File: config.mk
export PLATFORM = sky130hd
export DESIGN_NAME = pipelined_dram_controller
export DESIGN_NICKNAME = d
export VERILOG_FILES = /design/src/core/dram_ctrl_pkg.sv /design/src/core/pipelined_dram_controller.sv
export SDC_FILE = /design/constraint.sdc
export NUM_CORES = 1
export LEC_CHECK = 0
export BUFFER_PORTS_ARGS = -buffer_cell sky130_fd_sc_hd__clkbuf_2
export CAP_MARGIN = 10
export CORE_AREA = 8 8 155 157
export CTS_BUF_LIST = sky130_fd_sc_hd__clkbuf_8
export CTS_CLUSTER_DIAMETER = 60
export DETAILED_ROUTE_END_ITERATION = 10
export DIE_AREA = 0 0 163 165
export PLACE_DENSITY = 0.82
export SYNTH_ARGS = -nofsm -noshare
export SYNTH_HDL_FRONTEND = slang
export SYNTH_SLANG_ARGS = --single-unit
File: constraint.sdc
create_clock -name core_clk -period 3.86 [get_ports core_clk]
set_input_delay 0.579 -clock core_clk [delete_from_list [all_inputs] [get_ports core_clk]]
set_output_delay 0.579 -clock core_clk [all_outputs]
set_load 0.05 [all_outputs]
File: src/core/dram_ctrl_pkg.sv
// Contract
// - State machine and bus controls follow one 33.33 MHz system rate.
// - Row address is processor bits 12..20, through a disableable driver.
// - Row driver off while column selected; column held in a register.
// - Address path ten bits: nine for main DRAMs, one for parity DRAMs.
// - First pipelined read's data held while second waits at inputs.
// - Writes are posted: ready first, write data held afterwards.
// - One odd parity bit per byte lane, stored on writes, compared on reads.
// - Read parity mismatch raises fault; bus cycle not stopped or retried.
// - Extra address bit splits parity storage into four bank sections.
// - Five state variables, 15 states; sequences give read, write, refresh.
// - Next-address and ready come straight from the state machine.
// - Pipeline hold blocks other subsystems until pending cycles finish.
// - Bank row strobes decoded from bits 21..23 and state, one per bank.
// - Parity row strobe covers all memory, decoded from fewer address bits.
// - Column path runs on delayed clock, sampling state in same cycle.
// - Column path drives column enable, chip select, read data latch.
// - Row path drives row enable, output enable, remaining data controls.
// - Row path latches write parity and read parity error.
// - Write strobes clocked by latch pulse: asserted on writes, released.
// - Delayed clock is the system clock delayed by 20 ns.
// - Latch pulse captures byte lane enables, only in write cycles.
`default_nettype none
package dram_ctrl_pkg;

  // Clock rates and derived counts
  localparam int CORE_PERIOD_PS    = 10000;
  localparam int SYS_CLK_KHZ       = 33330;
  localparam int SYS_PERIOD_PS     = 1000000000 / SYS_CLK_KHZ;
  localparam int SYS_DIV           = SYS_PERIOD_PS / CORE_PERIOD_PS;
  localparam logic [1:0] SYS_DIV_LAST = 2'(SYS_DIV - 1);
  localparam int DELAYED_CLOCK_DELAY_NS     = 20;
  localparam int DELAYED_CLOCK_DELAY_CYC    =
    (DELAYED_CLOCK_DELAY_NS * 1000 + CORE_PERIOD_PS - 1) / CORE_PERIOD_PS;
  localparam int REFRESH_INTERVAL_NS = 15600;
  localparam int REFRESH_CYC       =
    REFRESH_INTERVAL_NS * 1000 / CORE_PERIOD_PS;
  localparam logic [10:0] REFRESH_LAST = 11'(REFRESH_CYC - 1);

  // Processor address fields
  localparam int ROW_LO      = 12;
  localparam int ROW_HI      = 20;
  localparam int COL_LO      = 3;
  localparam int COL_HI      = 11;
  localparam int BANK_LO     = 21;
  localparam int BANK_HI     = 22;
  localparam int BANK_TOP    = 23;
  localparam int PAR_ROW_BIT = 21;
  localparam int PAR_COL_BIT = 22;

  // Register map and fields
  localparam logic [3:0] REG_CTRL   = 4'h0;
  localparam logic [3:0] REG_STATUS = 4'h4;
  localparam int CTRL_PARITY_EN_BIT  = 0;
  localparam int CTRL_REFRESH_EN_BIT = 1;
  localparam logic [1:0] CTRL_RESET  = 2'h3;
  localparam int STATUS_FAULT_BIT    = 0;
  localparam int STATUS_STATE_LO     = 1;
  localparam int STATUS_PEND_LO      = 6;
  localparam int STATUS_LANES_LO     = 8;
  localparam logic [1:0] PEND_MAX    = 2'h2;

  // Bus tracking states, five state variables
  typedef enum logic [4:0] {
    S_IDLE  = 5'h00,
    S_RROW  = 5'h01,
    S_RCOL  = 5'h02,
    S_RWAIT = 5'h03,
    S_RDATA = 5'h04,
    S_RDONE = 5'h05,
    S_WPOST = 5'h08,
    S_WROW  = 5'h09,
    S_WCOL  = 5'h0A,
    S_WEND  = 5'h0B,
    S_FROW  = 5'h10,
    S_FHOLD = 5'h11,
    S_PRE1  = 5'h18,
    S_PRE2  = 5'h19,
    S_PRE3  = 5'h1A
  } cycle_state_t;

endpackage
`default_nettype wire

File: src/core/pipelined_dram_controller.sv
// The address map and the plain strobed port were decided locally.
`timescale 1ns/100ps
`default_nettype none
module pipelined_dram_controller
(
  input  wire logic                core_clk,
  input  wire logic                rst_b,
  input  wire logic                latchedCycleStart,
  input  wire logic                dramSelect,
  input  wire logic                writeNotRead,
  input  wire logic [23:3]         procAddr,
  input  wire logic [7:0]          byteLaneEnables_b,
  input  wire logic [63:0]         procDataIn,
  output logic      [63:0]         procDataOut,
  output logic                     procDataOe,
  input  wire logic [63:0]         dramDataIn,
  output logic      [63:0]         dramDataOut,
  output logic                     dramDataOe,
  input  wire logic [7:0]          parityIn,
  output logic      [7:0]          parityOut,
  output logic                     parityOe,
  output logic      [9:0]          rowAddrOut,
  output logic                     rowAddrDriveEn,
  output logic      [9:0]          colAddrOut,
  output logic                     colAddrDriveEn,
  output logic      [3:0]          bankRowStrobe,
  output logic                     parityRowStrobe,
  output logic                     masterChipSelect,
  output logic                     masterOutputEnable,
  output logic      [7:0]          byteWriteEn,
  output logic                     writeEnableLatchPulse,
  output logic                     memCycleReadyOut,
  output logic                     nextAddressRequest,
  output logic                     pipelineHold,
  output logic                     parityFault,
  input  wire logic [3:0]          regAddr,
  input  wire logic [31:0]         regWrData,
  input  wire logic                regWr,
  input  wire logic                regRd,
  output logic      [31:0]         regRdData
);
  import dram_ctrl_pkg::*;

  dram_ctrl_pkg::cycle_state_t cycleStateMachine;
  dram_ctrl_pkg::cycle_state_t next_cycleStateMachine;

  logic [1:0]                divCount;
  logic                      sysTick;
  logic [DELAYED_CLOCK_DELAY_CYC-1:0] delayLine;
  logic                      delayedTick;
  logic [1:0]                pendingCount;
  logic                      startSeen;
  logic                      takeNext;
  logic                      consume;
  logic                      cycleIsWrite;
  logic [10:0]               refreshTimer;
  logic                      refreshDue;
  logic [8:0]                refreshRow;
  logic [1:0]                ctrl;
  logic [7:0]                faultLanes;
  logic [63:0]               readHold;
  logic [7:0]                readParity;
  logic [63:0]               writeHold;
  logic [7:0]                laneMismatch;
  logic                      rasActive;
  logic                      refreshActive;
  logic                      faultClear;

  // Odd parity bit for each byte lane
  function automatic logic [7:0] oddParity(input logic [63:0] data);
    logic [7:0] bits;
    bits = 8'h00;
    for (int i = 0; i < 8; i++)
    begin
      bits[i] = ~^data[i*8 +: 8];
    end
    return bits;
  endfunction

  // States in which the selected bank keeps its row strobe
  function automatic logic holdsRow(input cycle_state_t st);
    return (st == S_RROW) || (st == S_RCOL) || (st == S_RWAIT) ||
           (st == S_RDATA) || (st == S_RDONE) || (st == S_WROW) ||
           (st == S_WCOL) || (st == S_WEND);
  endfunction

  // System rate as an enable, one core cycle in three
  always_ff @(posedge core_clk)
  begin
    if (!rst_b)
      divCount <= 2'h0;
    else if (divCount == SYS_DIV_LAST)
      divCount <= 2'h0;
    else
      divCount <= divCount + 2'h1;
  end

  assign sysTick = (divCount == SYS_DIV_LAST);

  // Delayed enable trails the system enable by the fixed delay
  always_ff @(posedge core_clk)
  begin
    if (!rst_b)
      delayLine <= '0;
    else
      delayLine <= {delayLine[DELAYED_CLOCK_DELAY_CYC-2:0], sysTick};
  end

  assign delayedTick = delayLine[DELAYED_CLOCK_DELAY_CYC-1];

  // Request qualification and dispatch terms
  assign startSeen = latchedCycleStart && dramSelect;
  assign takeNext  = (pendingCount != 2'h0) || startSeen;
  assign consume   = (next_cycleStateMachine == S_RROW) ||
                     (next_cycleStateMachine == S_WPOST) ||
                     ((cycleStateMachine == S_RDONE) &&
                      (next_cycleStateMachine == S_RCOL));

  // Next state of the bus tracking machine
  always_comb
  begin
    next_cycleStateMachine = cycleStateMachine;
    case (cycleStateMachine)
      S_IDLE:
      begin
        if (startSeen)
          next_cycleStateMachine = writeNotRead ? S_WPOST : S_RROW;
        else if (refreshDue)
          next_cycleStateMachine = S_FROW;
      end
      S_RROW:  next_cycleStateMachine = S_RCOL;
      S_RCOL:  next_cycleStateMachine = S_RWAIT;
      S_RWAIT: next_cycleStateMachine = S_RDATA;
      S_RDATA: next_cycleStateMachine = S_RDONE;
      S_RDONE:
      begin
        // Pipelined read reuses the open row and column path
        if (takeNext && !writeNotRead)
          next_cycleStateMachine = S_RCOL;
        else
          next_cycleStateMachine = S_PRE1;
      end
      S_WPOST: next_cycleStateMachine = S_WROW;
      S_WROW:  next_cycleStateMachine = S_WCOL;
      S_WCOL:  next_cycleStateMachine = S_WEND;
      S_WEND:  next_cycleStateMachine = S_PRE1;
      S_FROW:  next_cycleStateMachine = S_FHOLD;
      S_FHOLD: next_cycleStateMachine = S_PRE1;
      S_PRE1:  next_cycleStateMachine = S_PRE2;
      S_PRE2:  next_cycleStateMachine = S_PRE3;
      S_PRE3:
      begin
        // Three ticks of precharge before any new row
        if (takeNext)
          next_cycleStateMachine = writeNotRead ? S_WPOST : S_RROW;
        else if (refreshDue)
          next_cycleStateMachine = S_FROW;
        else
          next_cycleStateMachine = S_IDLE;
      end
      default: next_cycleStateMachine = S_IDLE;
    endcase
  end

  // State variables and processor handshakes, all on the system tick
  always_ff @(posedge core_clk)
  begin
    if (!rst_b)
    begin
      cycleStateMachine  <= S_IDLE;
      memCycleReadyOut   <= 1'b0;
      nextAddressRequest <= 1'b0;
      pipelineHold       <= 1'b0;
    end
    else if (sysTick)
    begin
      cycleStateMachine <= next_cycleStateMachine;
      // Ready early on writes, the data is posted
      memCycleReadyOut <= (next_cycleStateMachine == S_RDONE) ||
                          (next_cycleStateMachine == S_WPOST);
      // Three and one ticks ahead of ready, never beyond two pending
      nextAddressRequest <= ((next_cycleStateMachine == S_RCOL) ||
                             (next_cycleStateMachine == S_RDATA)) &&
                            (pendingCount < PEND_MAX);
      pipelineHold <= (next_cycleStateMachine != S_IDLE) ||
                      (pendingCount != 2'h0) || startSeen;
    end
  end

  // Count of started but not yet dispatched cycles
  always_ff @(posedge core_clk)
  begin
    if (!rst_b)
    begin
      pendingCount <= 2'h0;
      cycleIsWrite <= 1'b0;
    end
    else if (sysTick)
    begin
      pendingCount <= 2'(pendingCount + {1'b0, startSeen} -
                         {1'b0, consume});
      if (consume)
        cycleIsWrite <= writeNotRead;
    end
  end

  // Refresh timer; a due flag set in the same cycle as its clear stays set
  always_ff @(posedge core_clk)
  begin
    if (!rst_b)
    begin
      refreshTimer <= 11'h000;
      refreshDue   <= 1'b0;
      refreshRow   <= 9'h000;
    end
    else
    begin
      if (!ctrl[CTRL_REFRESH_EN_BIT] || refreshTimer == REFRESH_LAST)
        refreshTimer <= 11'h000;
      else
        refreshTimer <= refreshTimer + 11'h001;
      if (ctrl[CTRL_REFRESH_EN_BIT] && refreshTimer == REFRESH_LAST)
        refreshDue <= 1'b1;
      else if (sysTick && next_cycleStateMachine == S_FROW)
        refreshDue <= 1'b0;
      if (sysTick && cycleStateMachine == S_FHOLD)
        refreshRow <= refreshRow + 9'h001;
    end
  end

  // Bank and parity row strobes are a plain decode, no flops
  assign rasActive     = holdsRow(cycleStateMachine);
  assign refreshActive = (cycleStateMachine == S_FROW) ||
                         (cycleStateMachine == S_FHOLD);

  always_comb
  begin
    for (int b = 0; b < 4; b++)
    begin
      bankRowStrobe[b] = refreshActive ||
                         (rasActive && !procAddr[BANK_TOP] &&
                          (procAddr[BANK_HI:BANK_LO] == 2'(b)));
    end
  end

  // Only the top bit qualifies; one strobe spans all four banks
  assign parityRowStrobe = refreshActive ||
                           (rasActive && !procAddr[BANK_TOP]);

  // Row address buffer; parity DRAMs take bank bit as tenth row bit
  always_ff @(posedge core_clk)
  begin
    if (!rst_b)
      rowAddrOut <= 10'h000;
    else if (refreshActive)
      rowAddrOut <= {1'b0, refreshRow};
    else
      rowAddrOut <= {procAddr[PAR_ROW_BIT],
                     procAddr[ROW_HI:ROW_LO]};
  end

  // Row path controls, decoded from state on the system tick
  always_ff @(posedge core_clk)
  begin
    if (!rst_b)
    begin
      rowAddrDriveEn     <= 1'b1;
      masterOutputEnable <= 1'b0;
      procDataOe         <= 1'b0;
      dramDataOe         <= 1'b0;
      parityOe           <= 1'b0;
    end
    else if (sysTick)
    begin
      // Held one tick past the row strobe; off until column drivers let go
      rowAddrDriveEn <= !((next_cycleStateMachine == S_RCOL) ||
                          (next_cycleStateMachine == S_RWAIT) ||
                          (next_cycleStateMachine == S_RDATA) ||
                          (next_cycleStateMachine == S_RDONE) ||
                          (next_cycleStateMachine == S_WCOL) ||
                          (next_cycleStateMachine == S_WEND) ||
                          (next_cycleStateMachine == S_PRE1 &&
                           colAddrDriveEn));
      masterOutputEnable <= (next_cycleStateMachine == S_RCOL) ||
                            (next_cycleStateMachine == S_RWAIT) ||
                            (next_cycleStateMachine == S_RDATA) ||
                            (next_cycleStateMachine == S_RDONE);
      procDataOe <= (next_cycleStateMachine == S_RDONE);
      dramDataOe <= (next_cycleStateMachine == S_WROW) ||
                    (next_cycleStateMachine == S_WCOL) ||
                    (next_cycleStateMachine == S_WEND);
      parityOe   <= (next_cycleStateMachine == S_WROW) ||
                    (next_cycleStateMachine == S_WCOL) ||
                    (next_cycleStateMachine == S_WEND);
    end
  end

  // Posted write data and its parity stay latched after ready
  always_ff @(posedge core_clk)
  begin
    if (!rst_b)
    begin
      writeHold <= 64'h0000000000000000;
      parityOut <= 8'h00;
    end
    else if (sysTick && cycleStateMachine == S_WPOST)
    begin
      writeHold <= procDataIn;
      parityOut <= oddParity(procDataIn);
    end
  end

  assign dramDataOut = writeHold;

  // Column path on the delayed enable sees this tick's new state
  always_ff @(posedge core_clk)
  begin
    if (!rst_b)
    begin
      colAddrDriveEn   <= 1'b0;
      masterChipSelect <= 1'b0;
      colAddrOut       <= 10'h000;
    end
    else if (delayedTick)
    begin
      colAddrDriveEn <= (cycleStateMachine == S_RCOL) ||
                        (cycleStateMachine == S_RWAIT) ||
                        (cycleStateMachine == S_RDATA) ||
                        (cycleStateMachine == S_RDONE) ||
                        (cycleStateMachine == S_WCOL) ||
                        (cycleStateMachine == S_WEND);
      // Early write: chip select alone times the DRAM write
      masterChipSelect <= (cycleStateMachine == S_RCOL) ||
                          (cycleStateMachine == S_RWAIT) ||
                          (cycleStateMachine == S_RDATA) ||
                          (cycleStateMachine == S_RDONE) ||
                          (cycleStateMachine == S_WCOL);
      // Latched so the pipelined next address cannot disturb it
      if (cycleStateMachine == S_RCOL || cycleStateMachine == S_WCOL)
        colAddrOut <= {procAddr[PAR_COL_BIT],
                       procAddr[COL_HI:COL_LO]};
    end
  end

  // Read data latch; the next read then waits at the DRAM side
  always_ff @(posedge core_clk)
  begin
    if (!rst_b)
    begin
      readHold   <= 64'h0000000000000000;
      readParity <= 8'h00;
    end
    else if (delayedTick && cycleStateMachine == S_RDATA)
    begin
      readHold   <= dramDataIn;
      readParity <= parityIn;
    end
  end

  assign procDataOut = readHold;

  // Latch pulse at start and end of writes only
  always_ff @(posedge core_clk)
  begin
    if (!rst_b)
      writeEnableLatchPulse <= 1'b0;
    else
      writeEnableLatchPulse <= delayedTick && cycleIsWrite &&
                               ((cycleStateMachine == S_WPOST) ||
                                (cycleStateMachine == S_WEND));
  end

  // Byte write strobes advance only on the latch pulse
  always_ff @(posedge core_clk)
  begin
    if (!rst_b)
      byteWriteEn <= 8'h00;
    else if (writeEnableLatchPulse)
    begin
      if (cycleStateMachine == S_WPOST && cycleIsWrite)
        byteWriteEn <= ~byteLaneEnables_b;
      else
        byteWriteEn <= 8'h00;
    end
  end

  // Compare stored parity against the held read data
  assign laneMismatch = oddParity(readHold) ^ readParity;
  assign faultClear   = regWr && (regAddr == REG_STATUS) &&
                        regWrData[STATUS_FAULT_BIT];

  // Fault is flagged only; the cycle completes unchanged
  always_ff @(posedge core_clk)
  begin
    if (!rst_b)
    begin
      parityFault <= 1'b0;
      faultLanes  <= 8'h00;
    end
    else if (sysTick && cycleStateMachine == S_RDONE &&
             ctrl[CTRL_PARITY_EN_BIT] && laneMismatch != 8'h00)
    begin
      parityFault <= 1'b1;
      faultLanes  <= laneMismatch;
    end
    else if (faultClear)
      parityFault <= 1'b0;
  end

  // Control register writes
  always_ff @(posedge core_clk)
  begin
    if (!rst_b)
      ctrl <= CTRL_RESET;
    else if (regWr && regAddr == REG_CTRL)
      ctrl <= regWrData[1:0];
  end

  // Read data valid only in the cycle after the strobe
  always_ff @(posedge core_clk)
  begin
    if (!rst_b)
      regRdData <= 32'h00000000;
    else if (regRd)
    begin
      case (regAddr)
        REG_CTRL:   regRdData <= {30'h00000000, ctrl};
        REG_STATUS: regRdData <= {16'h0000, faultLanes,
                                  pendingCount, cycleStateMachine,
                                  parityFault};
        default:    regRdData <= 32'h00000000;
      endcase
    end
    else
      regRdData <= 32'h00000000;
  end

endmodule
`default_nettype wire

### After elaboration in Yosys (flattened, before gate mapping)

Cells that the tools add are included.

* flip-flop bits (word level): 258

* add/subtract/negate cells: 5
* magnitude comparators: 1
* eq/ne operators: 31
* mux-type cells: 14
* bitwise logic cells: 3
* reductions and logical operators: 95

Operators with widths (number)
* XNOR reduction 8 bit: 16
* one-hot mux 5 bit (14 select lines): 1
* equality test 5 x 4 -> 1 bit, second input constant: 8
* logical OR 1 bit: 36
* equality test 5 bit, second input constant: 7
* one-hot mux 16 bit (2 select lines): 1
* two-way mux 5 bit: 5
* logical AND 1 bit: 24
* equality test 5 x 2 -> 1 bit, second input constant: 4
* equality test 5 x 3 -> 1 bit, second input constant: 4
* adder 11 x 1 -> 11 bit, second input constant: 1
* equality test 11 bit, second input constant: 1
* equality test 5 x 1 -> 1 bit, second input constant: 2
* adder 9 x 1 -> 9 bit, second input constant: 1
* two-way mux 9 bit: 1
* two-way mux 8 bit: 1
* NOT 8 bit: 1
* nonzero test 8 bit: 1
* OR reduction 2 bit: 4
* XOR 8 bit: 1
* equality test 2 bit, second input constant: 3
* AND reduction 2 bit: 3
* nonzero test 2 bit: 3
* zero test 5 bit: 1
* other kinds (13): 19

### Longest topological paths before layout

* word-level depth: 13
* mapped depth: 12

### Least setup slack after synthesis

OpenSTA, ideal clock, no wires.

* path type: reg2out
* start: register cycleStateMachine[3]
* end: output bankRowStrobe[0]
* data arrival time: 2.174 ns
* slack: 1.107 ns
* stages on the path, launching flop included: 8
* path buffers: 2
* cell sequence: dfxtp_1 -> buf_6 -> clkbuf_1 -> nor2_1 -> nand2_1 -> o21ai_0 -> nand2_1 -> o31ai_1

* longest elaborated chain between the ends: 11

RTL lines
* start, declared: line pipelined_dram_controller.sv:44 `dram_ctrl_pkg::cycle_state_t cycleStateMachine;`
* start signal, assigned: line pipelined_dram_controller.sv:177 `cycleStateMachine <= next_cycleStateMachine;`
* equality test 5 x 1 -> 1 bit or equality test 5 x 2 -> 1 bit (tied branches): line pipelined_dram_controller.sv:82 `return (st == S_RROW) || (st == S_RCOL) || (st == S_RWAIT) ||`
* logical OR 1 bit (3 in a row): line pipelined_dram_controller.sv:82
* logical OR 1 bit (3 in a row): line pipelined_dram_controller.sv:83 `(st == S_RDATA) || (st == S_RDONE) || (st == S_WROW) ||`
* logical OR 1 bit: line pipelined_dram_controller.sv:84 `(st == S_WCOL) || (st == S_WEND);`
* logical AND 1 bit (2 in a row): line pipelined_dram_controller.sv:241 `(rasActive && !procAddr[BANK_TOP] &&`
* logical OR 1 bit *: line pipelined_dram_controller.sv:240 `bankRowStrobe[b] = refreshActive ||`
* end, declared: line pipelined_dram_controller.sv:26 `output logic [3:0] bankRowStrobe,`

Every way passes the cells marked *; elsewhere a longest branch is shown, timed or not.

### Worst setup path after layout

* start: register cycleStateMachine[0]
* end: output bankRowStrobe[0]

The elaborated chain is that of the path after synthesis.

==> run summary <==
Routed Antenna Nets: 0
Pre-antenna DRT Iters: 5
Placed inst area: 12200 µm²
Arithmetic-cell share of the synthesized area counting full adders, half adders and majority gates: 0.00612
Highest clock frequency the design can meet: 316 MHz
Power Total: 5.59 mW
Compound-cell area share of the yosys netlist: 0.124
Wire length of the first global-routing pass: 47900 µm
Core area: 21500 µm²
Slew of the pin with the lowest slew margin: 0.827 ns
Final sum of negative setup slack: 0 ns
Distinct cell type count of the synthesized netlist: 54
Total count of hold-check failures in the final report: 0
Most used flip-flop cell after synthesis: dfxtp_1
Share of the synthesized area in the top cell type: 0.474
Finished layout cell area: 13000 µm²
Worst hold start: dramDataIn[10]
Hold Path Sink: procDataOut[10]$_SDFFE_PN0P_
Final Setup Violations: 0
Detailed placer's ending HPWL: 23000 µm
Origin of the critical flop-to-flop path: cycleStateMachine[2]$_SDFFE_PN0P_
Met3 usage in global routing: 0.0668
Top cells by area, synth: dfxtp_1, nand2_1, a21oi_1
Share of flip-flops with an asynchronous set or reset: 0
Grt peak-use layer: met2
Post-synthesis xor/xnor area fraction: 0.120
Worst path required time: 3.28 ns
Combined global-route utilization of all metal layers: 0.218
CTS tree: yes
Die W: 163 µm
Synthesized area per cell: 8.25 µm²
Setup Crit Path Kind: reg2out
Maximum VDD drop: 282 µV
Die boundary height: 165 µm
Type of the worst min-delay path: in2reg
CP Capture Type: output port
Clock buffers created by TritonCTS: 41
Synth-to-layout area growth: 26.8%
Clock sink count: 242
Sequential element share of the synthesized area: 0.474
Residual DRC count: 0
Cts hold-fix bufs: 0
Unrepaired setup endpoints after global routing: no
Routed wire length: 31100 µm
Vias per cell: 5.03
Clock latency of the later-clocked register in the worst-skew pair: 0.52 ns
Total number of yosys warnings: 0
Static Leak: 5.68 nW
Final Slew Violations: 0
CTS-repair resized insts: 0
#FFs+latches synth: 242
Count of input and output buffers: 374
Clock transition time at the flip-flop clock pins of the worst setup and hold paths: 0.07 ns
Setup Buffers After CTS: 0
Number of cell instances on the worst register-to-register path: 5
Power density over cell area: 431 nW/µm²
Buffer cell driving the clock tree root: clkbuf_8
Synth area leader: dfxtp_1
Simple-gate share of the synthesized area: 0.214
Worst Setup Start Kind: register
Maximum buffer depth of the clock tree: 3
# IOs: 421
Worst setup slack for register-to-register paths: 1.17 ns
Fin Clk Skew: 0.0133 ns
Count of cells along the worst hold path: 3
Number of global-route vias before repair: 9431
Part of the cycle the worst path needs: 0.820
DIE AREA: 26900 µm²
Worst relative slew slack: 0.446
Largest family of logic cells by synthesized area: simple AND/OR/NAND/NOR gates
Layout cells sized above 1: 0.278
Fraction of synthesized area in multiplexers: 0.0147
Antenna violations before repair: 0
Routed length per instance: 16.3 µm
Final critical path time including I/O delays and setup: 3.17 ns
Global Route met2 Usage: 0.374
Maximum number of pins on one net before global-route repair: 93
Final net count: 1806
Top fanout value on the critical path: 15
H-tree depth: 2
Cell Rows: 54
Fill cell instance count of the final layout: 1926
Result of the run: finished clean
Met1 track demand over resource: 0.250
Final weighted congestion in routability-driven placement: 0.899
Total via count in the routed design: 9579
Ant diodes: 0
Count of routing violations after the opening detailed-route iteration: 644
Cell count after synthesis: 1240
Crit Reg-Reg Endpoint: procDataOut[20]$_SDFFE_PN0P_
Initial cell density of the core: 0.476
Arrival time at the worst endpoint: 2.59 ns
Total standard cell area after synthesis: 10200 µm²
Residual overflow from global routing: 0
Max-cap check violation count: 0
Number of enable flip-flop cells after synthesis: 0
==> kinds of logic (layout without fill, tap and decap cells) <==
group | after synthesis | in the layout
AO/OA/AOI/OAI | 234 | 234
XOR/XNOR | 127 | 127
adder cells (fa/ha/maj) | 5 | 5
buffers and inverters | 100 | 469
flip-flops | 242 | 242
multiplexers | 15 | 15
other | 1 | 16
AND/OR/NAND/NOR | 516 | 516
==> report_power, final <==
part / total (mW) / leakage, nW / switching (mW) / internal [mW]
Sequential: 2.60 / 1.95 / 0.0507 / 2.55
Clock: 2.21 / 0.478 / 1.02 / 1.19
Combinational: 0.785 / 3.24 / 0.526 / 0.259
Total: 5.59 / 5.68 / 1.59 / 3.99
==> Yosys cell counts (8+ instances only) <==
cell type	number
nor2_1	59
xnor2_1	92
nand2b_1	9
mux2i_1	15
xor2_1	27
o21ai_0	19
nand3_1	23
a21oi_1	186
and3_1	9
inv_1	10
buf_4	18
dfxtp_1	242
xnor3_1	8
clkbuf_1	53
and2_1	17
buf_2	15
nand2_1	360
==> how the worst max path moves through the flow <==
stage,from,end,slack [ns],cells after the start
floorplan,cycleStateMachine[3]$_SDFFE_PN0P_,bankRowStrobe[0],1.11,7
global placement,cycleStateMachine[4]$_SDFFE_PN0P_,bankRowStrobe[0],1.26,5
detailed placement,cycleStateMachine[2]$_SDFFE_PN0P_,procDataOut[20]$_SDFFE_PN0P_,1.19,5
CTS,cycleStateMachine[4]$_SDFFE_PN0P_,bankRowStrobe[0],0.68,5
global route,cycleStateMachine[4]$_SDFFE_PN0P_,bankRowStrobe[0],0.49,5
finish,cycleStateMachine[0]$_SDFFE_PN0P_,bankRowStrobe[0],0.69,5
==> through the flow <==
stage / cells / utilization / hold WS, ns / worst slack (ns)
4_1_cts: 1904 / 0.603 / 0.232 / 0.680
2_1_floorplan: 1255 / - / 0.392 / 1.11
3_3_place_gp: 1830 / 0.566 / 0.404 / 1.26
6_report: 1904 / 0.603 / 0.275 / 0.693
5_1_grt: 1904 / 0.603 / 0.248 / 0.489
3_5_place_dp: 1830 / 0.566 / 0.416 / 1.19
==> critical path: stages, from the launching register on <==
cell and delay (ns):
dfxtp_1 0.63, nor2_1 0.26, o21ai_0 0.39, nand2_1 0.17
o31ai_1 0.27, clkbuf_2 0.34
==> metal layers <==
metal | vias to the layer above | share of wire
met5 | - | 0
met4 | 0 | 0.033
met3 | 76 | 0.086
met2 | 390 | 0.49
met1 | 4373 | 0.39
li1 | 4740 | -
==> sequential cells by signal, summed over array words and instances (netlist names), 8 cells and up <==
name,flops
regRdData,16
parityOut,8
byteWriteEn,8
readParity,8
refreshTimer,11
dramDataOut,64
faultLanes,8
rowAddrOut,10
refreshRow,9
procDataOut,64
colAddrOut,10
==> cells in the final DEF, fill, tap and decap left out, types with 5 or more instances in the layout <==
master / count
clkbuf_2: 374
nand2_1: 360
dfxtp_1: 242
a21oi_1: 186
xnor2_1: 92
nor2_1: 59
clkbuf_8: 51
inv_1: 27
xor2_1: 27
nand3_1: 22
o21ai_0: 19
and2_1: 17
conb_1: 16
mux2i_1: 15
buf_4: 10
nand2b_1: 9
and3_1: 8
xnor3_1: 8
nand4_1: 6
nor3_1: 6
or3_1: 6
ha_1: 5
==> layout make-up <==
class | instances | area (µm²) | share of cell area
sequential | 242 | 4840 | 0.374
clock buffer | 51 | 702 | 0.0541
timing repair buffer | 385 | 1970 | 0.152
inverter | 10 | 42.5 | 0.00328
tap | 280 | 350 | 0.0270
clock inverter | 23 | 95.1 | 0.00733
multi-input combinational | 913 | 4960 | 0.383
Note: power is estimated with default switching activity, not from simulation.
